`config.mk`:
```
export PLATFORM = sky130hd
export DESIGN_NAME = sst_top
export DESIGN_NICKNAME = d
export VERILOG_FILES = /design/src/shared/sst_pkg.sv /design/src/shared/sst_timing_if.sv /design/src/core/sst_seq_engine.sv /design/src/core/sst_top.sv
export SDC_FILE = /design/constraint.sdc
export NUM_CORES = 1
export LEC_CHECK = 0
export BUFFER_PORTS_ARGS = -buffer_cell sky130_fd_sc_hd__clkbuf_2
export CORE_ASPECT_RATIO = 1.4
export CORE_MARGIN = 1
export CORE_UTILIZATION = 27
export CTS_CLUSTER_SIZE = 16
export DETAILED_ROUTE_END_ITERATION = 7
export HOLD_SLACK_MARGIN = 0.1
export PLACE_DENSITY_LB_ADDON = 0.05
export SYNTH_ARGS = -nofsm -noshare
export SYNTH_HDL_FRONTEND = slang
export SYNTH_SLANG_ARGS = --single-unit
```
`constraint.sdc`:
```
create_clock -name mclk -period 6.9 [get_ports mclk]
set_input_delay 0 -clock mclk [delete_from_list [all_inputs] [get_ports mclk]]
set_output_delay 0 -clock mclk [all_outputs]
set_load 0.05 [all_outputs]
```
`src/shared/sst_pkg.sv`:
```
// Shared constants and types for the scan sequence timing block.
// Assumes a single master clock domain; long counts scale by top parameters.
package sst_pkg;

    // Controller states, one-hot
    typedef enum logic [2:0] {
        SST_STANDBY = 3'b001,
        SST_SCAN    = 3'b010,
        SST_BLOCKED = 3'b100
    } sst_state_t;

    localparam int CNT_W = 32;
    localparam int SYNC_STAGES = 3;

    // Default cycle units for fast and slow system clock settings
    localparam int FAST_UNIT_DEFAULT = 2000;
    localparam int SLOW_UNIT_DEFAULT = 200000;
    // Default channel to channel sampling gaps
    localparam int FAST_GAP_DEFAULT = 1000;
    localparam int SLOW_GAP_DEFAULT = 100000;

    // Cycles trimmed from each high duration
    localparam logic [31:0] HIGH_TRIM = 32'h0000_0005;

    // Base period and per-group high base, in units, by upper code bits
    localparam logic [11:0] PERIOD_MULT [8] = '{
        12'h010, 12'h028, 12'h050, 12'h0a0, 12'h190, 12'h320, 12'h640, 12'hfa0
    };
    localparam logic [11:0] HIGH_MULT [8] = '{
        12'h002, 12'h005, 12'h00a, 12'h014, 12'h032, 12'h064, 12'h0c8, 12'h1f4
    };

    // Period code and group selection that overflow the period
    function automatic logic comboInvalid(input logic [1:0] low, input logic [1:0] sg);
        comboInvalid = (low == 2'h1 && sg == 2'h3) ||
                       (low == 2'h2 && sg[1]) ||
                       (low == 2'h3 && sg != 2'h0);
    endfunction : comboInvalid

endpackage : sst_pkg

```
`src/shared/sst_timing_if.sv`:
```
// Link between the scan controller and its sequence timing engine.
// Assumes both ends run on the same master clock.
`timescale 1ns/1ps
interface sst_timing_if;
    logic enable;
    logic [31:0] periodLen;
    logic [31:0] highLen;
    logic seqStart;
    logic runLevel;

    modport engine (input enable, input periodLen, input highLen,
                    output seqStart, output runLevel);
    modport ctrl (output enable, output periodLen, output highLen,
                  input seqStart, input runLevel);
endinterface : sst_timing_if

```
`src/core/sst_seq_engine.sv`:
```
// Scan sequence period and high-time counter.
// Assumes lengths are stable while enabled; they are latched at each start.
`timescale 1ns/1ps
module sst_seq_engine (
    // Clock and reset
    input wire logic mclk,
    input wire logic resetn,
    // Controller side
    sst_timing_if.engine tif
);

    logic active_reg, active_next;
    logic [31:0] cnt_reg, cnt_next;
    logic [31:0] periodL_reg, periodL_next;
    logic [31:0] highL_reg, highL_next;
    logic startNow;

    always_comb begin
        active_next = active_reg;
        cnt_next = cnt_reg;
        periodL_next = periodL_reg;
        highL_next = highL_reg;
        startNow = 1'b0;
        if (!tif.enable) begin
            // Disabled: next sequence restarts from the top
            active_next = 1'b0;
            cnt_next = '0;
        end else if (!active_reg || cnt_reg == periodL_reg - 32'h1) begin
            active_next = 1'b1;
            cnt_next = '0;
            periodL_next = tif.periodLen;
            highL_next = tif.highLen;
            startNow = 1'b1;
        end else begin
            cnt_next = cnt_reg + 32'h1;
        end
    end

    always_ff @(posedge mclk) begin
        if (!resetn) begin
            active_reg <= 1'b0;
            cnt_reg <= '0;
            periodL_reg <= 32'h1;
            highL_reg <= '0;
        end else begin
            active_reg <= active_next;
            cnt_reg <= cnt_next;
            periodL_reg <= periodL_next;
            highL_reg <= highL_next;
        end
    end

    assign tif.seqStart = startNow;
    // High from start until the last channel's sample point
    // Start cycle is the first high cycle, so the count covers the remaining ones
    assign tif.runLevel = tif.enable && (startNow ? (tif.highLen != 32'h0)
                          : (active_reg && cnt_reg + 32'h1 < highL_reg));

    a_count_in_period: assert property (@(posedge mclk) disable iff (!resetn)
        active_reg |-> cnt_reg < periodL_reg)
        else $error("count ran past period");
    a_start_raises_run: assert property (@(posedge mclk) disable iff (!resetn)
        tif.seqStart && tif.highLen != 32'h0 |-> tif.runLevel)
        else $error("run not raised at start");
    a_run_falls_end: assert property (@(posedge mclk) disable iff (!resetn)
        active_reg && tif.enable && !tif.seqStart && highL_reg < periodL_reg
        && cnt_reg + 32'h2 == highL_reg |=> !tif.runLevel)
        else $error("run did not fall after high time");
    a_disable_restarts: assert property (@(posedge mclk) disable iff (!resetn)
        !tif.enable |=> !active_reg && cnt_reg == 32'h0)
        else $error("engine kept running while disabled");

endmodule : sst_seq_engine

```
`src/core/sst_top.sv`:
```
// Scan sequence enable, timing decode and run indication.
// Assumes the command enable is a level from logic on mclk; the pin is async.
//
// Notes on behaviour
// - Sequences start only while enabled; disabling halts sampling and transmission.
// - Enable comes from the input pin and from a bus command; either suspends.
// - Enable level zero disables sequences, level one enables them.
// - Run indication rises at the start of every scan sequence.
// - Run indication falls when the last active channel is sampled.
// - Fast setting high time doubles with each group selection step.
// - Upper code bits pick base period; each low step halves it.
// - Upper code bits also pick the per-group high-time base.
// - Combinations whose sequence overflows the period are invalid and run nothing.
// - Channel sampling gap in master clocks depends on system clock select.
`timescale 1ns/1ps
module sst_top #(
    parameter int FAST_UNIT = sst_pkg::FAST_UNIT_DEFAULT,
    parameter int SLOW_UNIT = sst_pkg::SLOW_UNIT_DEFAULT,
    parameter int FAST_GAP = sst_pkg::FAST_GAP_DEFAULT,
    parameter int SLOW_GAP = sst_pkg::SLOW_GAP_DEFAULT
) (
    // Clock and reset
    input wire logic mclk,
    input wire logic resetn,
    // Enable sources
    input wire logic scanEnableIn,
    input wire logic canScanEnable,
    // Configuration
    input wire logic [4:0] scanPeriodCode,
    input wire logic [1:0] channelGroupSelect,
    input wire logic systemClockSelect,
    // Status and indication
    output logic scanRunningOut,
    output logic sampleStrobeOut,
    output logic acquireEnableOut,
    output logic standbyOut,
    output logic configInvalidOut
);

    sst_timing_if tif ();

    sst_seq_engine u_engine (
        .mclk(mclk),
        .resetn(resetn),
        .tif(tif)
    );

    // Pin synchroniser; a change counts once stages two and three agree
    logic [sst_pkg::SYNC_STAGES-1:0] pinSync_reg, pinSync_next;
    logic pinEnable_reg, pinEnable_next;

    always_comb begin
        pinSync_next = {pinSync_reg[sst_pkg::SYNC_STAGES-2:0], scanEnableIn};
        pinEnable_next = pinEnable_reg;
        if (pinSync_reg[1] == pinSync_reg[2]) begin
            pinEnable_next = pinSync_reg[2];
        end
    end

    always_ff @(posedge mclk) begin
        if (!resetn) begin
            pinSync_reg <= '0;
            pinEnable_reg <= 1'b0;
        end else begin
            pinSync_reg <= pinSync_next;
            pinEnable_reg <= pinEnable_next;
        end
    end

    // Timing decode
    logic enableReq;
    logic cfgInvalid;
    logic [31:0] unitCycles;
    logic [31:0] periodLen;
    logic [31:0] highLen;
    logic [31:0] gapLen;

    always_comb begin
        enableReq = pinEnable_reg && canScanEnable;
        cfgInvalid = sst_pkg::comboInvalid(scanPeriodCode[1:0], channelGroupSelect);
        unitCycles = systemClockSelect ? 32'(FAST_UNIT) : 32'(SLOW_UNIT);
        gapLen = systemClockSelect ? 32'(FAST_GAP) : 32'(SLOW_GAP);
        periodLen = 32'(32'(sst_pkg::PERIOD_MULT[scanPeriodCode[4:2]]) * unitCycles)
                    >> scanPeriodCode[1:0];
        highLen = (32'(32'(sst_pkg::HIGH_MULT[scanPeriodCode[4:2]]) * unitCycles)
                  << channelGroupSelect) - sst_pkg::HIGH_TRIM;
    end

    // Controller state
    sst_pkg::sst_state_t state_reg, state_next;

    always_comb begin
        state_next = state_reg;
        unique case (state_reg)
            sst_pkg::SST_STANDBY: begin
                if (enableReq) begin
                    state_next = cfgInvalid ? sst_pkg::SST_BLOCKED : sst_pkg::SST_SCAN;
                end
            end
            sst_pkg::SST_SCAN: begin
                if (!enableReq) begin
                    state_next = sst_pkg::SST_STANDBY;
                end else if (cfgInvalid) begin
                    state_next = sst_pkg::SST_BLOCKED;
                end
            end
            sst_pkg::SST_BLOCKED: begin
                if (!enableReq) begin
                    state_next = sst_pkg::SST_STANDBY;
                end else if (!cfgInvalid) begin
                    state_next = sst_pkg::SST_SCAN;
                end
            end
            default: state_next = sst_pkg::SST_STANDBY;
        endcase
    end

    always_ff @(posedge mclk) begin
        if (!resetn) begin
            state_reg <= sst_pkg::SST_STANDBY;
        end else begin
            state_reg <= state_next;
        end
    end

    assign tif.enable = (state_reg == sst_pkg::SST_SCAN);
    assign tif.periodLen = periodLen;
    assign tif.highLen = highLen;

    // Channel sampling strobe and outputs
    logic [31:0] gapCnt_reg, gapCnt_next;
    logic running_reg, running_next;
    logic strobe_reg, strobe_next;
    logic acquire_reg, acquire_next;
    logic standby_reg, standby_next;
    logic invalid_reg, invalid_next;

    always_comb begin
        gapCnt_next = gapCnt_reg;
        strobe_next = 1'b0;
        running_next = tif.runLevel;
        acquire_next = tif.enable;
        standby_next = (state_reg == sst_pkg::SST_STANDBY);
        invalid_next = cfgInvalid;
        if (tif.seqStart) begin
            gapCnt_next = '0;
            strobe_next = tif.runLevel;
        end else if (tif.runLevel) begin
            if (gapCnt_reg >= gapLen - 32'h1) begin
                gapCnt_next = '0;
                strobe_next = 1'b1;
            end else begin
                gapCnt_next = gapCnt_reg + 32'h1;
            end
        end else begin
            gapCnt_next = '0;
        end
    end

    always_ff @(posedge mclk) begin
        if (!resetn) begin
            gapCnt_reg <= '0;
            running_reg <= 1'b0;
            strobe_reg <= 1'b0;
            acquire_reg <= 1'b0;
            standby_reg <= 1'b1;
            invalid_reg <= 1'b0;
        end else begin
            gapCnt_reg <= gapCnt_next;
            running_reg <= running_next;
            strobe_reg <= strobe_next;
            acquire_reg <= acquire_next;
            standby_reg <= standby_next;
            invalid_reg <= invalid_next;
        end
    end

    assign scanRunningOut = running_reg;
    assign sampleStrobeOut = strobe_reg;
    assign acquireEnableOut = acquire_reg;
    assign standbyOut = standby_reg;
    assign configInvalidOut = invalid_reg;

    a_standby_no_run: assert property (@(posedge mclk) disable iff (!resetn)
        state_reg != sst_pkg::SST_SCAN |=> !scanRunningOut && !acquireEnableOut)
        else $error("run indication high outside scan state");
    a_enable_decode: assert property (@(posedge mclk) disable iff (!resetn)
        !pinEnable_reg || !canScanEnable |=> state_reg == sst_pkg::SST_STANDBY)
        else $error("disabled level did not stop sequences");
    a_invalid_blocks: assert property (@(posedge mclk) disable iff (!resetn)
        cfgInvalid |=> state_reg != sst_pkg::SST_SCAN)
        else $error("invalid combination allowed to scan");
    a_fast_high_four: assert property (@(posedge mclk) disable iff (!resetn)
        systemClockSelect && scanPeriodCode == 5'h00 && channelGroupSelect == 2'h3
        |-> highLen == 32'(FAST_UNIT) * 32'h10 - 32'h5)
        else $error("fast high time wrong for four groups");
    a_fast_period_step: assert property (@(posedge mclk) disable iff (!resetn)
        systemClockSelect && scanPeriodCode == 5'h03 |-> periodLen == 32'(FAST_UNIT) * 32'h2)
        else $error("fast period halving wrong");
    a_fast_high_base: assert property (@(posedge mclk) disable iff (!resetn)
        systemClockSelect && scanPeriodCode[4:2] == 3'h7 && channelGroupSelect == 2'h0
        |-> highLen == 32'(FAST_UNIT) * 32'h1f4 - 32'h5)
        else $error("top high base wrong");
    a_strobe_in_run: assert property (@(posedge mclk) disable iff (!resetn)
        sampleStrobeOut |-> scanRunningOut)
        else $error("sample strobe outside running sequence");
    a_run_edge_start: assert property (@(posedge mclk) disable iff (!resetn)
        $rose(scanRunningOut) |-> $past(tif.seqStart))
        else $error("run rose without a sequence start");

    c_sequence_start: cover property (@(posedge mclk) disable iff (!resetn)
        $rose(scanRunningOut));
    c_sequence_end: cover property (@(posedge mclk) disable iff (!resetn)
        $fell(scanRunningOut) && acquireEnableOut);
    c_blocked: cover property (@(posedge mclk) disable iff (!resetn)
        state_reg == sst_pkg::SST_BLOCKED);
    c_disable_mid_run: cover property (@(posedge mclk) disable iff (!resetn)
        scanRunningOut ##1 standbyOut);

endmodule : sst_top

```
==> out/results.ini <==
[yosys]
synth_common_cells = 167 x inv_1, 166 x ha_1, 165 x nor2_1, 133 x dfxtp_1, 100 x nand2_1
synth.most_common_cell = inv_1
synth-seq-cells = 133
synth_edf_count = 0
async_flop_share = 0
synth_top_area_share = 0.2048
yosysWarnings = 0
netlist_instances = 1582
synth_area_per_cell_um2 = 8.218
dominantRegCellSynth = dfxtp_1
ys_seq_area_frac = 0.2048
yosys-top-cells-area = dfxtp_1 20%, ha_1 16%, fa_1 9.2%, xnor2_1 5.3%, inv_1 4.8%
synth_area_mm2 = 0.01300
synthDistinctLibCells = 69
yosysTopAreaCell = dfxtp_1

[pwr]
p_leak_nw = 6.613
sequentialPowerShare = 0.222
internal_power_w = 0.002033
clkPwrFrac = 0.261
p_sw_w = 0.001451
combinationalPowerShare = 0.516
switching_share = 0.4165
ir_worst_vdd_mv = 0.1834
p_per_area_mw_per_mm2 = 240.0

[status]
outcome = completed

[detailed_routing]
wl_um = 41060
route.detailed.drc = 0
vias = 10750
drt-initial-drc-count = 486
wl_per_cell_um = 18.35
antenna_left = 0
viasPerCell = 4.802
firstDrtPassIters = 5

[die]
start_util = 0.2750
fp.coreArea_mm2 = 0.04728
fp.dieW_um = 187.5
die-area_mm2 = 0.04905
io_pins = 17
fp-row-count = 94
chipHeight_um = 261.6

[cells_and_area]
layout.cells.non_filler = 2238
num_antenna_cells = 0
nNetsFinal = 1840
area_delta_synth_final_pct = 11.65
drive_gt1_frac = 0.07063

[critical_path]
crit_buf_inv = 6
critPathKind = in2reg
crit_path_start_kind = input pin
crit_path_max_fanout = 6
worstSetupEndpointType = register
critPathArrivalTime_ps = 6720
r2r_setup_slack_ps = 2000
cp_slowest_cell = fa_1
critPathMaxStageDelay_ps = 550
cpLargestDelayFamily = adder cells
cp.required_ps = 7180

[sta]
worst_slack_ps = 460.4
fin_setup_tns_ps = 0
fmax_mhz = 155.3
rsz0062_at_grt = no
slew_headroom = 0.3668
hold_viol = 0
period_minus_slack_ps = 6440
fin_skew_ps = 13.99
worstMarginPinSlew_ps = 939.9
slew_violations = 0
fin_crit_sh = 0.9333
setup_viol_count_final = 0

[clock_tree]
clkSinkCount = 133
clk_latency_ps = 430
cts-root-buf = clkbuf_16
cts_max_level = 4
post_cts_buffers = 0
clock_path_buffers = 2
cts_resized = 0
cts_tree = done
clk_pin_slew_ps = 60
cts_buffers = 17
holdBufCountCts = 2

[grt]
grt-ovfl-total = 0
grt_max_degree = 70
grt.total_usage = 0.1732
grt_pass1_wl_um = 64770
grt_pass1_vias = 11100
grt_antenna_before_repair = 1

[place]
placed_cells = 2205
post-place-ws_ps = 58.41
hpwl_um = 34260
io_buffer_count = 16
gp_congestion = 0.8159

[min_path]
hp-class = in2reg

[run]
drv_cap = 0

power by group through the flow:
stage / clock network [W] / logic (W) / registers, W
3_3_place_gp: 0 / 0.00183 / 0.000792
5_1_grt: 0.000968 / 0.00204 / 0.000775
3_5_place_dp: 0 / 0.00181 / 0.000792
4_1_cts: 0.000945 / 0.00183 / 0.000775
2_1_floorplan: 0 / 0.00130 / 0.000793
6_report: 0.000911 / 0.00180 / 0.000775
logic make-up after synthesis:
| group | count (synthesis) | share of synthesized area |
|---|---|---|
| adder cells (fa/ha/maj) | 226 | 0.2521 |
| flip-flops | 133 | 0.2048 |
| AND/OR/NAND/NOR | 502 | 0.1890 |
| multiplexers | 55 | 0.04533 |
| AO/OA/AOI/OAI | 293 | 0.1474 |
| buffers and inverters | 236 | 0.06939 |
| other | 1 | 0.0002884 |
| XOR/XNOR | 136 | 0.09162 |
area by class of cell:
type	instances	area, µm²
tap	624	780.7
clock inverter	10	122.6
timing repair buffer	53	362.8
multi-input combinational	1226	9485
clock buffer	21	460.4
sequential	133	2663
fill	5127	32760
inverter	171	641.9
per-stage QoR:
stage	hold WS [ps]	area (µm²)	utilization	total power [W]
floorplan	127.3	13050	-	0.002093
global placement	209.9	13910	0.2943	0.002622
detailed placement	215.0	13910	0.2943	0.002604
CTS	139.3	14520	0.3070	0.003552
global route	221.8	14520	0.3070	0.003786
finish	130.9	14520	0.3070	0.003484
layer usage:
layer  up-vias  global-route usage  routed length (µm)  part of all wire
met5         -                   0                  13           0.00032
met4         2             0.05668                 953             0.023
met3        34             0.01950                 645             0.016
met2       104              0.3305               21900              0.53
met1      5084              0.1997               17550              0.43
li1       5522                   -                   -                 -
path summary, 6_finish.rpt:
| check | start | end | cells after the start |
|---|---|---|---|
| setup / recovery | scanPeriodCode[3] | u_engine.highL_reg[29] | 27 |
| hold / removal | resetn | standbyOut | 2 |
| setup reg to reg | u_engine.cnt_reg[4] | gapCnt_reg[16] | 16 |
| hold reg to reg | pinSync_reg[0] | pinSync_reg[1] | 1 |
layout by cell type, fill, tap and decap left out, types with 14 or more instances in the layout:
cell type,n
inv_1,167
ha_1,166
nor2_1,165
dfxtp_1,133
nand2_1,100
a21oi_1,81
xnor2_1,79
o21ai_0,60
fa_1,60
xor2_1,57
and3_1,45
nand3_1,42
mux2i_1,42
buf_4,35
nand4_1,27
a211oi_1,26
nor4_1,23
nor3_1,18
a21o_1,18
o211ai_1,17
clkbuf_16,17
clkbuf_2,16
nand2b_1,14
conb_1,14
No activity file was read; power rests on OpenSTA's default activity.
